File: config.mk
export PLATFORM = sky130hd
export DESIGN_NAME = asc_host
export DESIGN_NICKNAME = d
export VERILOG_FILES = /design/src/common/asc_pkg.sv /design/src/rtl/asc_sync.sv /design/src/rtl/asc_host.sv
export SDC_FILE = /design/constraint.sdc
export NUM_CORES = 1
export LEC_CHECK = 0
export BUFFER_PORTS_ARGS = -buffer_cell sky130_fd_sc_hd__clkbuf_2
export CORE_UTILIZATION = 53
export DETAILED_ROUTE_END_ITERATION = 12
export PLACE_DENSITY = 0.84
export SLEW_MARGIN = 10
export SYNTH_ARGS = -nofsm -noshare
export SYNTH_HDL_FRONTEND = slang
export SYNTH_HIERARCHICAL = 1
export SYNTH_SLANG_ARGS = --single-unit
File: constraint.sdc
create_clock -name CLK_SYS -period 3.2 [get_ports CLK_SYS]
set_input_delay 0.8 -clock CLK_SYS [delete_from_list [all_inputs] [get_ports CLK_SYS]]
set_output_delay 0.8 -clock CLK_SYS [all_outputs]
set_load 0.02 [all_outputs]
File: src/common/asc_pkg.sv
// Package with timing constants and pin widths for the asynchronous memory controller
package asc_pkg;
	// Memory organisation
	localparam int ADDR_W = 20;
	localparam int DATA_W = 16;
	// Clock rate
	localparam int CLK_PERIOD_NS = 100;
	// Memory timing in ns
	localparam int READ_CYCLE_MIN_NS    = 45;
	localparam int WRITE_CYCLE_MIN_NS   = 45;
	localparam int ADDR_TO_VALID_MAX_NS = 45;
	localparam int OE_TO_VALID_MAX_NS   = 22;
	localparam int WDATA_SETUP_MIN_NS   = 25;
	localparam int ADDR_SETUP_END_NS    = 35;
	localparam int BYTE_SEL_END_NS      = 35;
	localparam int WE_PULSE_MIN_NS      = 35;
	localparam int OUT_RELEASE_MAX_NS   = 18;
	// Derived cycle counts, least times rounded up, at least one cycle
	function automatic int ns_to_cyc(input int ns);
		int c;
		c = (ns + CLK_PERIOD_NS - 1) / CLK_PERIOD_NS;
		return (c < 1) ? 1 : c;
	endfunction : ns_to_cyc
	localparam int READ_WAIT_CYC  = ns_to_cyc(ADDR_TO_VALID_MAX_NS);
	localparam int READ_CYC       = ns_to_cyc(READ_CYCLE_MIN_NS);
	localparam int WRITE_PULSE_CYC = ns_to_cyc(WE_PULSE_MIN_NS);
	localparam int TURN_CYC       = ns_to_cyc(OUT_RELEASE_MAX_NS);
	localparam int CNT_W          = 4;
	// Reset values of pins
	localparam logic [1:0] BYTE_SEL_IDLE = 2'h3;
endpackage : asc_pkg

File: src/rtl/asc_sync.sv
// Two flip-flop synchroniser for the data pins read back from the memory
`timescale 1ns/10ps
module asc_sync #(
	parameter int WIDTH = 16
) (
	// Clock and reset
	input  wire logic             clk,
	input  wire logic             rst_n,
	// Data
	input  wire logic [WIDTH-1:0] din,
	output logic      [WIDTH-1:0] dout
);
	logic [WIDTH-1:0] meta_reg;

	// First stage feeds only the second stage
	always_ff @(posedge clk or negedge rst_n) begin
		if (!rst_n) begin
			meta_reg <= '0;
			dout     <= '0;
		end else begin
			meta_reg <= din;
			dout     <= meta_reg;
		end
	end
endmodule : asc_sync

File: src/rtl/asc_host.sv
// Host controller running read and write cycles on an asynchronous 16-bit memory
// How it works
// RULE1: read data is sampled only after the address-to-valid maximum has passed.
// RULE2: previous data stays valid briefly after address change; host ignores it anyway.
// RULE3: output gate asserted early enough that data is valid before sampling.
// RULE4: write address is held stable through the whole strobe.
// RULE5: address may change right after write end; host waits one cycle anyway.
// RULE6: address is set up a cycle before the write strobe falls.
// RULE7: write data is driven a full cycle before the strobe rises.
// RULE8: write data is released only after the strobe has risen.
// RULE9: selected byte lanes are low across the whole write strobe.
// RULE10: memory writes only while strobe, selects and a byte lane overlap.
// RULE11: the write strobe alone ends every write, so timing refers to it.
// RULE12: memory deselects when a chip select drops or both lanes are high.
// RULE13: byte lanes stay high and still whenever the chip is deselected.
// RULE14: memory may enter retention at once after deselect; host needs no wait.
// RULE15: write strobe stays high in every read cycle.
// RULE16: memory floats its pins while the output gate is high in a write.
// RULE17: host drives data only after the output gate has been high long enough.
// RULE18: each cycle lasts at least the minimum cycle time before a new address.
`timescale 1ns/10ps
module asc_host #(
	parameter int ADDR_W = asc_pkg::ADDR_W,
	parameter int DATA_W = asc_pkg::DATA_W
) (
	// Clock and reset
	input  wire logic              CLK_SYS,
	input  wire logic              NRST,
	// User request
	input  wire logic              REQ_VALID,
	output logic                   REQ_READY,
	input  wire logic              REQ_WRITE,
	input  wire logic [ADDR_W-1:0] REQ_ADDR,
	input  wire logic [DATA_W-1:0] REQ_WDATA,
	input  wire logic [1:0]        REQ_BYTE_EN,
	// User answer
	output logic                   RSP_VALID,
	output logic      [DATA_W-1:0] RSP_RDATA,
	// Memory pins
	output logic      [ADDR_W-1:0] MEM_ADDR,
	output logic                   CHIP_SELECT_N,
	output logic                   CHIP_SELECT_HI,
	output logic                   WRITE_STROBE_N,
	output logic                   OUTPUT_GATE_N,
	output logic                   UPPER_BYTE_SEL_N,
	output logic                   LOWER_BYTE_SEL_N,
	input  wire logic [DATA_W-1:0] MEM_DQ_I,
	output logic      [DATA_W-1:0] MEM_DQ_O,
	output logic      [DATA_W-1:0] MEM_DQ_OE_N
);
	typedef enum logic [5:0] {
		ST_IDLE  = 6'b000001,
		ST_RWAIT = 6'b000010,
		ST_RSAMP = 6'b000100,
		ST_TURN  = 6'b001000,
		ST_WSTRB = 6'b010000,
		ST_WEND  = 6'b100000
	} asc_state_t;

	localparam logic [asc_pkg::CNT_W-1:0] RD_CNT =
		asc_pkg::CNT_W'(asc_pkg::READ_WAIT_CYC + 2);
	localparam logic [asc_pkg::CNT_W-1:0] WR_CNT =
		asc_pkg::CNT_W'(asc_pkg::WRITE_PULSE_CYC);
	localparam logic [asc_pkg::CNT_W-1:0] TN_CNT =
		asc_pkg::CNT_W'(asc_pkg::TURN_CYC);

	// Elaboration checks: the data pins are fixed at 16 bits, and the counter must hold the read wait
	if (ADDR_W < 1 || DATA_W != 16) begin : g_bad_width
		$error("asc_host: memory is 16 bits wide with a nonzero address");
	end
	if (asc_pkg::READ_WAIT_CYC + 2 >= (1 << asc_pkg::CNT_W)) begin : g_bad_cnt
		$error("asc_host: wait counter too narrow");
	end

	// Take decode shared by the sequencer, latch and control processes; a request with no lane is never taken
	function automatic logic req_taken(input logic valid, input logic [1:0] byte_en);
		return valid && (byte_en != 2'h0);
	endfunction : req_taken

	asc_state_t                  state_reg;
	logic [asc_pkg::CNT_W-1:0]   cnt_reg;
	logic                        wr_reg;
	logic [DATA_W-1:0]           dq_sync;
	logic                        take;

	// Request accepted in this cycle
	assign take = (state_reg == ST_IDLE) && req_taken(REQ_VALID, REQ_BYTE_EN);

	// Pin data passes two flops before anything reads it
	asc_sync #(.WIDTH(DATA_W)) u_sync (
		.clk  (CLK_SYS),
		.rst_n(NRST),
		.din  (MEM_DQ_I),
		.dout (dq_sync)
	);

	// Ready only when idle; handshake may be combinational
	assign REQ_READY = (state_reg == ST_IDLE);

	// Sequencer and wait counter
	always_ff @(posedge CLK_SYS or negedge NRST) begin
		if (!NRST) begin
			state_reg <= ST_IDLE;
			cnt_reg   <= '0;
			wr_reg    <= 1'b0;
		end else begin
			unique case (state_reg)
				ST_IDLE: begin
					if (take) begin
						wr_reg <= REQ_WRITE;
						if (REQ_WRITE) begin
							// Address set up one cycle before strobe falls; see RULE6
							state_reg <= ST_TURN;
							cnt_reg   <= TN_CNT;
						end else begin
							// Wait covers access time plus synchroniser; see RULE1
							state_reg <= ST_RWAIT;
							cnt_reg   <= RD_CNT;
						end
					end
				end
				ST_RWAIT: begin
					if (cnt_reg == 1)
						state_reg <= ST_RSAMP;
					cnt_reg <= cnt_reg - 1'b1;
				end
				ST_RSAMP: begin
					state_reg <= ST_IDLE; // see RULE18
				end
				ST_TURN: begin
					// Output gate already high; memory has released pins; see RULE17
					if (cnt_reg == 1) begin
						state_reg <= ST_WSTRB;
						cnt_reg   <= WR_CNT;
					end else begin
						cnt_reg <= cnt_reg - 1'b1;
					end
				end
				ST_WSTRB: begin
					if (cnt_reg == 1)
						state_reg <= ST_WEND;
					cnt_reg <= cnt_reg - 1'b1;
				end
				ST_WEND: begin
					state_reg <= ST_IDLE; // see RULE5
				end
				default: begin
					state_reg <= ST_IDLE;
				end
			endcase
		end
	end

	// Address, lanes and write data latched once per access; stable all cycle
	always_ff @(posedge CLK_SYS or negedge NRST) begin
		if (!NRST) begin
			MEM_ADDR         <= '0;
			MEM_DQ_O         <= '0;
			UPPER_BYTE_SEL_N <= asc_pkg::BYTE_SEL_IDLE[1];
			LOWER_BYTE_SEL_N <= asc_pkg::BYTE_SEL_IDLE[0];
		end else if (take) begin
			MEM_ADDR         <= REQ_ADDR; // see RULE4
			MEM_DQ_O         <= REQ_WDATA;
			UPPER_BYTE_SEL_N <= ~REQ_BYTE_EN[1]; // see RULE9
			LOWER_BYTE_SEL_N <= ~REQ_BYTE_EN[0];
		end else if (state_reg == ST_RSAMP || state_reg == ST_WEND) begin
			// Lanes park high with the chip deselected; see RULE13
			UPPER_BYTE_SEL_N <= asc_pkg::BYTE_SEL_IDLE[1];
			LOWER_BYTE_SEL_N <= asc_pkg::BYTE_SEL_IDLE[0];
		end
	end

	// Control pins from flops to avoid glitches on the strobes
	always_ff @(posedge CLK_SYS or negedge NRST) begin
		if (!NRST) begin
			CHIP_SELECT_N  <= 1'b1;
			CHIP_SELECT_HI <= 1'b0;
			WRITE_STROBE_N <= 1'b1;
			OUTPUT_GATE_N  <= 1'b1;
			MEM_DQ_OE_N    <= '1;
		end else begin
			unique case (state_reg)
				ST_IDLE: begin
					if (take) begin
						// Select opens; gate low only for reads; see RULE3
						CHIP_SELECT_N  <= 1'b0;
						CHIP_SELECT_HI <= 1'b1;
						OUTPUT_GATE_N  <= REQ_WRITE;
					end
					WRITE_STROBE_N <= 1'b1; // see RULE15
				end
				ST_RWAIT: begin
					WRITE_STROBE_N <= 1'b1;
				end
				ST_RSAMP, ST_WEND: begin
					// Deselect; memory may drop to retention at once; see RULE14
					CHIP_SELECT_N  <= 1'b1;
					CHIP_SELECT_HI <= 1'b0;
					OUTPUT_GATE_N  <= 1'b1;
					MEM_DQ_OE_N    <= '1; // see RULE8
				end
				ST_TURN: begin
					if (cnt_reg == 1) begin
						// Data a full strobe ahead of the end; see RULE7
						MEM_DQ_OE_N    <= '0;
						WRITE_STROBE_N <= 1'b0;
					end
				end
				ST_WSTRB: begin
					// Strobe alone terminates; selects outlast it; see RULE11
					if (cnt_reg == 1)
						WRITE_STROBE_N <= 1'b1; // see RULE10
				end
				default: begin
					WRITE_STROBE_N <= 1'b1;
				end
			endcase
		end
	end

	// Answer: read data or write completion, one-cycle pulse
	always_ff @(posedge CLK_SYS or negedge NRST) begin
		if (!NRST) begin
			RSP_VALID <= 1'b0;
			RSP_RDATA <= '0;
		end else begin
			RSP_VALID <= (state_reg == ST_RSAMP) || (state_reg == ST_WEND);
			if (state_reg == ST_RSAMP && !wr_reg)
				RSP_RDATA <= dq_sync; // see RULE1
		end
	end
endmodule : asc_host

==> results of run 1 <==
area by class of cell:
class | instances | area (sq um)
Clock buffer | 9 | 123.9
Timing Repair Buffer | 135 | 708.2
Inverter | 5 | 18.77
Sequential cell | 103 | 2586
Fill cell | 516 | 2162
Clock inverter | 7 | 95.09
Tap cell | 96 | 120.1
Multi-Input combinational cell | 114 | 1017
worst register-to-register path, cell delays in order, from the launching register on:
cell and delay, ps:
dfrtp_1 480, nor3_2 380, nand3_2 450, buf_12 340, mux2_2 300
logic make-up (layout without fill, tap and decap cells):
| kind of cell | Yosys count | count (layout) | share of synthesized area [%] |
|---|---|---|---|
| AO/OA/AOI/OAI | 25 | 25 | 4.251 |
| XOR/XNOR | 3 | 3 | 0.6976 |
| adder cells (fa/ha/maj) | 2 | 2 | 0.6641 |
| buffers and inverters | 27 | 156 | 4.351 |
| flip-flops | 103 | 103 | 68.65 |
| multiplexers | 52 | 52 | 15.54 |
| AND/OR/NAND/NOR | 32 | 32 | 5.845 |
worst min-delay path by stage:
| stage | start | endpoint | slack (ps) | cells past startpoint |
|---|---|---|---|---|
| 2_1_floorplan | u_sync/meta_reg[0] | u_sync/dout[0] | 330 | 0 |
| 3_3_place_gp | u_sync/meta_reg[4] | u_sync/dout[4] | 330 | 0 |
| 3_5_place_dp | u_sync/meta_reg[0] | u_sync/dout[0] | 330 | 0 |
| 4_1_cts | u_sync/meta_reg[15] | u_sync/dout[15] | 350 | 0 |
| 5_1_grt | u_sync/meta_reg[15] | u_sync/dout[15] | 360 | 0 |
| 6_report | u_sync/meta_reg[15] | u_sync/dout[15] | 350 | 0 |
cells in the final DEF (no fill, tap or decap), types with 5 or more instances in the layout:
| cell | Yosys | routed |
|---|---|---|
| o21ai_0 | 7 | 7 |
| dfrtp_1 | 96 | 96 |
| mux2_2 | 52 | 52 |
| inv_1 | 5 | 5 |
| inv_8 | 0 | 5 |
| clkbuf_2 | 0 | 132 |
| nor2_1 | 6 | 6 |
| dfstp_2 | 7 | 7 |
| clkbuf_8 | 0 | 9 |
| a21oi_1 | 5 | 5 |
layer usage:
layer,GRT usage [%],share of wire [%]
met3,6.381,6.5
met2,30.95,52
met1,24.12,41
met4,6.970,0.86
met5,0,0
report_power, final:
group	switching [mW]	leakage, nW	internal, mW
clock	0.477	0.113	0.391
combinational	1.02	1.03	0.718
sequential	0.238	1.24	1.72
total	1.73	2.39	2.83
metrics by stage:
step / hold slack [ps] / utilization (%) / std cells / setup slack, ps
after detailed placement: 334.7 / 65.15 / 453 / 967.0
final: 351.5 / 68.35 / 469 / 793.5
after global routing: 359.7 / 68.35 / 469 / 675.6
after global placement: 331.7 / 65.15 / 453 / 1013
after CTS: 352.1 / 68.35 / 469 / 773.2
after floorplan: 331.2 / - / 244 / 1315
==> key figures, run 1 <==
Run status
  • Status: complete, no violations

Power and ir drop
  • Lkg Pwr: around 2.4 nW
  • Peak VDD IR: 0.5213 mV
  • Design Power: around 4.6 mW
  • PwrDens: 977.5 mW/mm^2

Yosys
  • Post-Syn Instances: between 200 and 250
  • Synth async-reset ratio: 100.0%
  • Sequential area share after synthesis: about 70%
  • Synth area leader: dfrtp_1
  • Post-Syn Area: 0.003767 sq mm
  • EDFF count, synth: 0
  • Leading cell types by count after synthesis: dfrtp_1, mux2_2, buf_4, dfstp_2, o21ai_0
  • Area contributors post-synth: dfrtp_1, mux2_2, dfstp_2, buf_4, nor3b_2
  • FF+latch count, synth: about 100
  • Synthesized net count: approximately 300
  • YS warnings: 6
  • Top cell type's share of synthesized area: a little under two thirds
  • Post-synth cell types: 37
  • Top_reg_cell synth: dfrtp_1
  • Most common cell in the netlist: dfrtp_1
  • Mapped Avg Cell Area: roughly 15 sq um

Global routing
  • Grt ovf: 0
  • Via count of the first global-routing pass: 2250
  • Largest net degree at the start of global routing: 64
  • Initial antenna violation count: 0
  • Global-route wire length before repair: approximately 11000 um
  • All-Layer GR Usage: 19.10%

Timing
  • Setup TNS: 0 ps
  • Worst Skew: between 8 and 9 ps
  • Final hold vios: 0
  • Final period demand of the worst path: 2406 ps
  • Worst Max-Slew Pin Slew: between 500 and 600 ps
  • RSZ-0062 raised after global routing: false
  • Ratio of final minimum period to clock period: 75.20%
  • Max Slew Vio Count: 0
  • FMAX: 0.4155 GHz
  • Relative slew slack: about three fifths
  • Final setup violation count: 0

Die
  • Core Region: 0.006832 sq mm
  • Die Height: 86.31 um
  • Die area: 0.007449 sq mm
  • Die Wd: around 86 um
  • Initial core utilization: 55.15%
  • # rows: 30
  • I/O pins: between 100 and 150

Layout
  • Area delta synth->final: 23.95%
  • Top reg by flops: MEM_ADDR
  • Final Cell Area: 0.004669 sq mm
  • Layout cell share with drive strength beyond 1: 58.98%
  • Final #Nets: roughly 430
  • ANT cells: 0
  • Max reg flops: 20

Worst setup path
  • Reg2reg end: MEM_DQ_O[2]
  • Worst Setup SP: state_reg[1]
  • CP Data Arrival Time: 1610 ps
  • R2r startpoint: state_reg[1]
  • Max FO, Critical Path: 9
  • WS Path Type: reg -> out
  • CP delay by family, top: simple AND/OR/NAND/NOR gates
  • Buf/Inv on CP: 2
  • Slowest CP cell: dfrtp_1
  • Critical path's largest stage delay: about 480 ps
  • Worst reg2reg setup slack: 1150 ps
  • Req. time, crit path: 2400 ps
  • Worst-path cell chain: nor3_2 -> nand2_1 -> inv_1 -> clkbuf_2
  • Crit. End Element: output pin
  • Worst-case reg-to-reg path depth: 4
  • End of the critical path: REQ_READY
  • Startpoint Class: flip-flop
  • Cell count along the critical path: 4

CTS
  • CTS H-tree lvls: 3
  • Max clock buf depth: 2
  • CTS Root Cell: clkbuf_8
  • Post_cts resized: 0
  • CTS Hold Buffers Added: 0
  • Worst-path clk slew: 110 ps
  • TritonCTS buffer count: 9
  • Worst skew pair latency: 360 ps
  • Post-CTS setup buffers: 0
  • CTS tree: built
  • Num Clock Sinks: 103

Worst hold path
  • Worst hold path class: reg -> reg

Drt
  • Initial DRC count: 79
  • Drt first pass iters: 4
  • Drc violations: 0
  • Routed vias/inst: between 4 and 5
  • Antenna-violating nets left: 0
  • Routed WL: about 6700 um
  • WL/cell: 14.33 um
  • Vias after detailed routing: ~2300

Placed design
  • I/O Buffers: between 100 and 150
  • Hpwl dp: 4847 um
  • Post-DP Area: 0.004451 sq mm
  • GP Congestion: 0.7941

Run
  • Max_cap viols: 0
Note: power is estimated with default switching activity, not from simulation.
==> inputs of run 2 (changes only) <==
--- a/config.mk
+++ b/config.mk
@@ -6,9 +6,9 @@
 export NUM_CORES = 1
 export LEC_CHECK = 0
 export BUFFER_PORTS_ARGS = -buffer_cell sky130_fd_sc_hd__clkbuf_2
-export CORE_UTILIZATION = 53
+export CORE_UTILIZATION = 44
 export DETAILED_ROUTE_END_ITERATION = 12
-export PLACE_DENSITY = 0.84
+export PLACE_DENSITY = 0.75
 export SLEW_MARGIN = 10
 export SYNTH_ARGS = -nofsm -noshare
 export SYNTH_HDL_FRONTEND = slang
==> constraint.sdc (replaced) <==
create_clock -name CLK_SYS -period 2.07 [get_ports CLK_SYS]
set_input_delay 0.5175 -clock CLK_SYS [delete_from_list [all_inputs] [get_ports CLK_SYS]]
set_output_delay 0.5175 -clock CLK_SYS [all_outputs]
set_load 0.02 [all_outputs]
==> run 2 against run 1 <==
Clock power is 56% higher. Sequential cell count stayed put. Die area is 20% higher.
==> key figures, run 2 (synthesis gave the netlist of run 1 again) <==
Run status
  • Status: complete, no violations (unchanged)

Power and ir drop
  • PwrDens: 1501 mW/mm^2 (was 977.5 mW/mm^2)
  • Switching Power: 2.692 mW (was 1.734 mW)
  • Design Power: 7.148 mW (was 4.564 mW)
  • Lkg Pwr: 2.432 nW (was 2.388 nW)
  • Clk pwr share: 18.9% (was 19.0%)
  • Flop pwr share: 42.3% (was 42.9%)
  • Comb power frac: 38.7% (was 38.1%)
  • Switching part of the total: 37.66% (was 37.99%)
  • Peak VDD IR: 0.6030 mV (was 0.5213 mV)
  • Cell-internal power: 4.456 mW (was 2.830 mW)

Layout
  • Top reg by flops: MEM_ADDR (unchanged)
  • Commonest non-fill, non-tap cell in the layout: clkbuf_2 (unchanged)
  • ANT cells: 0 (unchanged)
  • Area delta synth->final: 26.37% (was 23.95%)
  • Layout cell share with drive strength beyond 1: 59.84% (was 58.98%)
  • Fillers: 689 (was 516)
  • Most frequent cells in the layout: clkbuf_2, dfrtp_1, mux2_2, buf_4, clkbuf_8 (was clkbuf_2, dfrtp_1, mux2_2, clkbuf_8)
  • Max reg flops: 20 (unchanged)
  • Final #Nets: 436 (was 428)

CTS
  • Worst skew pair latency: 370 ps (was 360 ps)
  • TritonCTS buffer count: 9 (unchanged)
  • CTS H-tree lvls: 3 (unchanged)
  • Max clock buf depth: 2 (unchanged)
  • CTS Root Cell: clkbuf_8 (unchanged)
  • CTS Hold Buffers Added: 0 (unchanged)
  • Worst-path clk slew: 110 ps (about the same)
  • Num Clock Sinks: 103 (unchanged)
  • CTS tree: built (unchanged)

Timing
  • Worst Max-Slew Pin Slew: 473.3 ps (was 587.3 ps)
  • Setup TNS: 0 ps (unchanged)
  • Ratio of final minimum period to clock period: 95.88%
  • RSZ-0062 raised after global routing: false (unchanged)
  • Worst Skew: 12.91 ps (was 8.591 ps)
  • Final hold vios: 0 (unchanged)
  • Max Slew Vio Count: 0 (unchanged)
  • Final setup violation count: 0 (unchanged)
  • Final period demand of the worst path: about 2000 ps
  • FMAX: 0.5038 GHz
  • Relative slew slack: 68.31% (was 60.68%)

Die
  • Die area: 0.008936 sq mm (was 0.007449 sq mm)
  • # rows: 33 (was 30)
  • Die Wd: 94.53 um (was 86.31 um)
  • Die Height: 94.53 um (was 86.31 um)
  • Core Region: 0.008258 sq mm (was 0.006832 sq mm)
  • I/O pins: 134 (unchanged)
  • Initial core utilization: 45.62% (was 55.15%)

Global routing
  • All-Layer GR Usage: 16.17% (was 19.10%)
  • Peak-usage layer in the global routing report: met2 (unchanged)
  • GRT met3 Usage: 5.153% (was 6.381%)
  • Grt ovf: 0 (unchanged)
  • Initial antenna violation count: 0 (unchanged)
  • GR Util met2: 25.91% (was 30.95%)
  • Global-route wire length before repair: 10670 um (was 10810 um)
  • Met1 Track Usage GR: 20.01% (was 24.12%)
  • Largest net degree at the start of global routing: 42 (was 64)
  • Via count of the first global-routing pass: 2244 (was 2250)

Worst setup path
  • Worst reg2reg setup slack: 200 ps (was 1150 ps)
  • CP delay by family, top: flip-flops (was simple AND/OR/NAND/NOR gates)
  • WS Path Type: reg -> out (unchanged)
  • Crit. End Element: output pin (unchanged)
  • CP Data Arrival Time: 1470 ps (was 1610 ps)
  • Worst-path cell chain: nor3b_4 -> nand2_1 -> inv_1 -> buf_4 (was nor3_2 -> nand2_1 -> inv_1 -> clkbuf_2)
  • Critical path's largest stage delay: 580 ps (was 480 ps)
  • Worst Setup SP: state_reg[0] (was state_reg[1])
  • Startpoint Class: flip-flop (unchanged)
  • Req. time, crit path: 1550 ps (was 2400 ps)
  • Buf/Inv on CP: 2 (unchanged)
  • Slowest CP cell: dfstp_2 (was dfrtp_1)
  • Max FO, Critical Path: 4 (was 9)
  • R2r startpoint: state_reg[0] (was state_reg[1])

Worst hold path
  • Worst hold path class: in -> async (was reg -> reg)

Placed design
  • Hpwl dp: 4732 um (was 4847 um)
  • I/O Buffers: 133 (unchanged)
  • GP Congestion: 0.7819 (was 0.7941)

Drt
  • Initial DRC count: 53 (was 79)
  • Routed WL: 6606 um (was 6721 um)
  • Vias after detailed routing: 2375 (was 2299)
  • WL/cell: 13.59 um (was 14.33 um)
  • Drc violations: 0 (unchanged)
  • Routed vias/inst: 4.887 (was 4.902)
  • Drt first pass iters: 4 (unchanged)
  • Antenna-violating nets left: 0 (unchanged)

Run
  • Max_cap viols: 0 (unchanged)
[run 2: per-stage QoR]
step                std cells  utilization, %  setup slack [ps]  hold slack, ps  instance area, sq um
finish                    486           57.65             85.23           83.14                  4761
global placement          467           54.48             323.3           331.6                  4499
detailed placement        467           54.48             287.4           334.7                  4499
floorplan                 244               -             361.2           221.9                  3767
CTS                       483           57.35             11.52           94.83                  4736
global route              486           57.65             7.526           97.81                  4761
[run 2: metal layers]
layer / wire length [um] / vias to the layer above / part of all wire [%]
met3: 491 / 13 / 7.4
met1: 2772 / 1161 / 42
met4: 126 / 0 / 1.9
met2: 3216 / 105 / 49
met5: 0 / - / 0
li1: - / 1096 / -
[run 2: worst reg2reg max path: stages, from the launching register on]
cell,delay (ps)
dfstp_2,400
buf_4,140
or3_1,480
or4b_4,540
a21oi_1,150
nor2_1,60
[run 2: power by group through the flow]
stage,Clock [mW],Sequential [mW],Combinational [mW]
2_1_floorplan,0,3.68,1.23
3_3_place_gp,0,3.03,2.68
3_5_place_dp,0,3.05,2.75
4_1_cts,1.40,3.04,2.76
5_1_grt,1.49,3.12,3.01
6_report,1.35,3.03,2.77
[run 2: final cells by class]
type / count / area, sq um / share of cell area [%]
Clock inverter: 7 / 100.1 / 2.102
Clock buffer: 9 / 123.9 / 2.602
Inverter: 5 / 18.77 / 0.3942
Tap cell: 105 / 131.4 / 2.760
Sequential cell: 103 / 2586 / 54.32
Multi-Input combinational cell: 114 / 1030 / 21.63
Timing Repair Buffer: 143 / 770.7 / 16.19
[run 2: timing repair]
action	CTS	global route
pin swaps	0	1
buffers inserted	0	3
endpoints found under the setup margin	1	1
gates cloned	0	0
hold endpoints to repair	0	0
gates resized for setup	2	2
[run 2: path summary, 6_finish.rpt]
kind | end | cells past startpoint
worst min register to register | u_sync/dout[1] | 0
max in group asynchronous | CHIP_SELECT_N | 2
worst min-delay path | RSP_RDATA[6] | 1
worst max register to register | state_reg[1] | 5
min in group CLK_SYS | u_sync/meta_reg[15] | 1
worst max-delay path | REQ_READY | 4
==> inputs of run 3 (changes only) <==
==> constraint.sdc (replaced) <==
create_clock -name CLK_SYS -period 2.07 [get_ports CLK_SYS]
set_input_delay 0.414 -clock CLK_SYS [delete_from_list [all_inputs] [get_ports CLK_SYS]]
set_output_delay 0.414 -clock CLK_SYS [all_outputs]
set_load 0.02 [all_outputs]
==> run 3 against run 2 <==
Clock skew down 0.61 ps. Total power down 2.2%. Die area unchanged. Setup slack better by 77 ps. Maximum frequency up 4.1%. Critical path type unchanged.
==> key figures, run 3 (synthesis gave the netlist of run 1 again) <==
Power and ir drop
  • PwrDens: 1482 mW/mm^2 (was 1501 mW/mm^2)
  • Flop pwr share: 43.3% (was 42.3%)
  • Switching Power: 2.699 mW (was 2.692 mW)
  • Lkg Pwr: 2.404 nW (was 2.432 nW)
  • Peak VDD IR: 0.6885 mV (was 0.6030 mV)
  • Switching part of the total: 38.62% (was 37.66%)
  • Cell-internal power: 4.290 mW (was 4.456 mW)
  • Clk pwr share: 17.9% (was 18.9%)
  • Comb power frac: 38.8% (was 38.7%)

CTS
  • TritonCTS buffer count: 9 (unchanged)
  • Worst skew pair latency: 360 ps (was 370 ps)
  • Post-CTS setup buffers: 0 (unchanged)
  • Worst-path clk slew: 120 ps (was 110 ps)
  • Num Clock Sinks: 103 (unchanged)
  • CTS H-tree lvls: 3 (unchanged)
  • CTS Root Cell: clkbuf_8 (unchanged)
  • Max clock buf depth: 2 (unchanged)
  • CTS tree: built (unchanged)

Drt
  • Routed vias/inst: 4.805 (was 4.887)
  • Vias after detailed routing: 2316 (was 2375)
  • Antenna-violating nets left: 0 (unchanged)
  • Routed WL: 6693 um (was 6606 um)
  • WL/cell: 13.89 um (was 13.59 um)
  • Initial DRC count: 55 (was 53)
  • Drc violations: 0 (unchanged)
  • Drt first pass iters: 5 (was 4)

Timing
  • Worst Max-Slew Pin Slew: 470.1 ps (was 473.3 ps)
  • RSZ-0062 raised after global routing: false (unchanged)
  • Final setup violation count: 0 (unchanged)
  • Max Slew Vio Count: 0 (unchanged)
  • Relative slew slack: 68.66% (was 68.31%)
  • Worst Skew: 12.31 ps (was 12.91 ps)
  • FMAX: 0.5243 GHz (was 0.5038 GHz)
  • Setup TNS: 0 ps (unchanged)
  • Final hold vios: 0 (unchanged)
  • Ratio of final minimum period to clock period: 92.14% (was 95.88%)
  • Final period demand of the worst path: 1907 ps (was 1985 ps)

Layout
  • Non-filler instance count after layout: 482 (was 486)
  • Top reg by flops: MEM_ADDR (unchanged)
  • Commonest non-fill, non-tap cell in the layout: clkbuf_2 (unchanged)
  • Max reg flops: 20 (unchanged)
  • ANT cells: 0 (unchanged)
  • Most frequent cells in the layout: clkbuf_2, dfrtp_1, mux2_2, clkbuf_8 (was clkbuf_2, dfrtp_1, mux2_2, buf_4, clkbuf_8)
  • Final #Nets: 432 (was 436)
  • Layout cell share with drive strength beyond 1: 59.15% (was 59.84%)
  • Area delta synth->final: 25.21% (was 26.37%)

Placed design
  • Placed cell count: 465 (was 467)
  • I/O Buffers: 133 (unchanged)
  • Hpwl dp: 4805 um (was 4732 um)
  • GP Congestion: 0.7771 (was 0.7819)

Worst setup path
  • End of the critical path: REQ_READY (unchanged)
  • Worst Setup SP: state_reg[0] (unchanged)
  • Req. time, crit path: 1660 ps (was 1550 ps)
  • R2r startpoint: state_reg[2] (was state_reg[0])
  • Startpoint Class: flip-flop (unchanged)
  • Worst reg2reg setup slack: 230 ps (was 200 ps)
  • Max FO, Critical Path: 5 (was 4)
  • Crit. End Element: output pin (unchanged)
  • Worst-case reg-to-reg path depth: 4 (was 5)
  • CP Data Arrival Time: 1490 ps (was 1470 ps)
  • Reg2reg end: state_reg[1] (unchanged)
  • WS Path Type: reg -> out (unchanged)

Global routing
  • Largest net degree at the start of global routing: 43 (was 42)
  • Global-route wire length before repair: 10560 um (was 10670 um)
  • Initial antenna violation count: 0 (unchanged)
  • Grt ovf: 0 (unchanged)
  • Via count of the first global-routing pass: 2254 (was 2244)
  • All-Layer GR Usage: 15.58% (was 16.17%)

Run
  • Max_cap viols: 0 (unchanged)

Die
  • # rows: 33 (unchanged)
  • Die area: 0.008936 sq mm (unchanged)
  • Initial core utilization: 45.62% (unchanged)
  • Core Region: 0.008258 sq mm (unchanged)
  • Die Wd: 94.53 um (unchanged)
  • Die Height: 94.53 um (unchanged)
  • I/O pins: 134 (unchanged)

Worst hold path
  • Worst hold path class: in -> reg (was in -> async)

Run status
  • Status: complete, no violations (unchanged)
run 3: changes by cell type in the layout (fill, tap and decap cells not counted), sizes merged:
| cell | delta |
|---|---|
| buf | -6 |
| dlygate4sd3 | +1 |
| clkbuf | +1 |
| clkinv | +2 |
| inv | -1 |
| bufinv | -1 |
run 3: per-layer routing:
metal	vias to the layer above	share of wire [%]	global-route usage, %
met1	1113	42	19.02
met4	0	1.4	7.071
met5	-	0	0
li1	1086	-	-
met3	10	6.8	4.106
met2	107	49	25.91
run 3: through the flow:
step / util (%) / hold WS, ps / total power [mW] / cell area (sq um) / worst slack, ps
after floorplan: - / 118.4 / 4.912 / 3767 / 361.2
after global placement: 54.30 / 332.1 / 5.689 / 4484 / 309.8
after detailed placement: 54.30 / 334.7 / 5.782 / 4484 / 274.6
after CTS: 56.97 / 126.4 / 7.055 / 4705 / 97.63
after global routing: 57.12 / 115.1 / 7.431 / 4717 / 51.37
final: 57.12 / 146.2 / 6.989 / 4717 / 162.6
run 3: power groups by stage:
stage          combinational, mW  sequential (mW)  clock (mW)
6_report                    2.71             3.02        1.25
5_1_grt                     2.94             3.11        1.38
4_1_cts                     2.73             3.02        1.30
3_5_place_dp                2.73             3.05           0
3_3_place_gp                2.67             3.02           0
2_1_floorplan               1.23             3.68           0
run 3: how the worst min path moves through the flow:
stage | to | from | slack, ps | cells after the start
after floorplan | CHIP_SELECT_HI | NRST | 120 | 0
after global placement | u_sync/dout[15] | u_sync/meta_reg[15] | 330 | 0
after detailed placement | u_sync/dout[12] | u_sync/meta_reg[12] | 330 | 0
after CTS | u_sync/meta_reg[14] | MEM_DQ_I[14] | 130 | 1
after global routing | u_sync/meta_reg[14] | MEM_DQ_I[14] | 120 | 1
final | u_sync/meta_reg[6] | MEM_DQ_I[6] | 150 | 1
run 3: what timing repair did:
action / CTS / global route
hold buffers: 1 / 0
endpoints found under the setup margin: 0 / 1
endpoints found under the hold margin: 5 / 0
gates resized for setup: 0 / 2
run 3: cell type report:
| class | count | area (sq um) |
|---|---|---|
| fill | 685 | 3541 |
| clock inverter | 7 | 86.33 |
| inverter | 5 | 18.77 |
| multi-input combinational | 114 | 1030 |
| sequential | 103 | 2586 |
| tap | 105 | 131.4 |
| clock buffer | 9 | 123.9 |
| timing repair buffer | 139 | 740.7 |
run 3: critical path, cell delays in order, from the launching register on:
cell	delay (ps)
dfstp_2	570
nor3b_4	240
nand2_1	110
inv_1	60
clkbuf_2	160
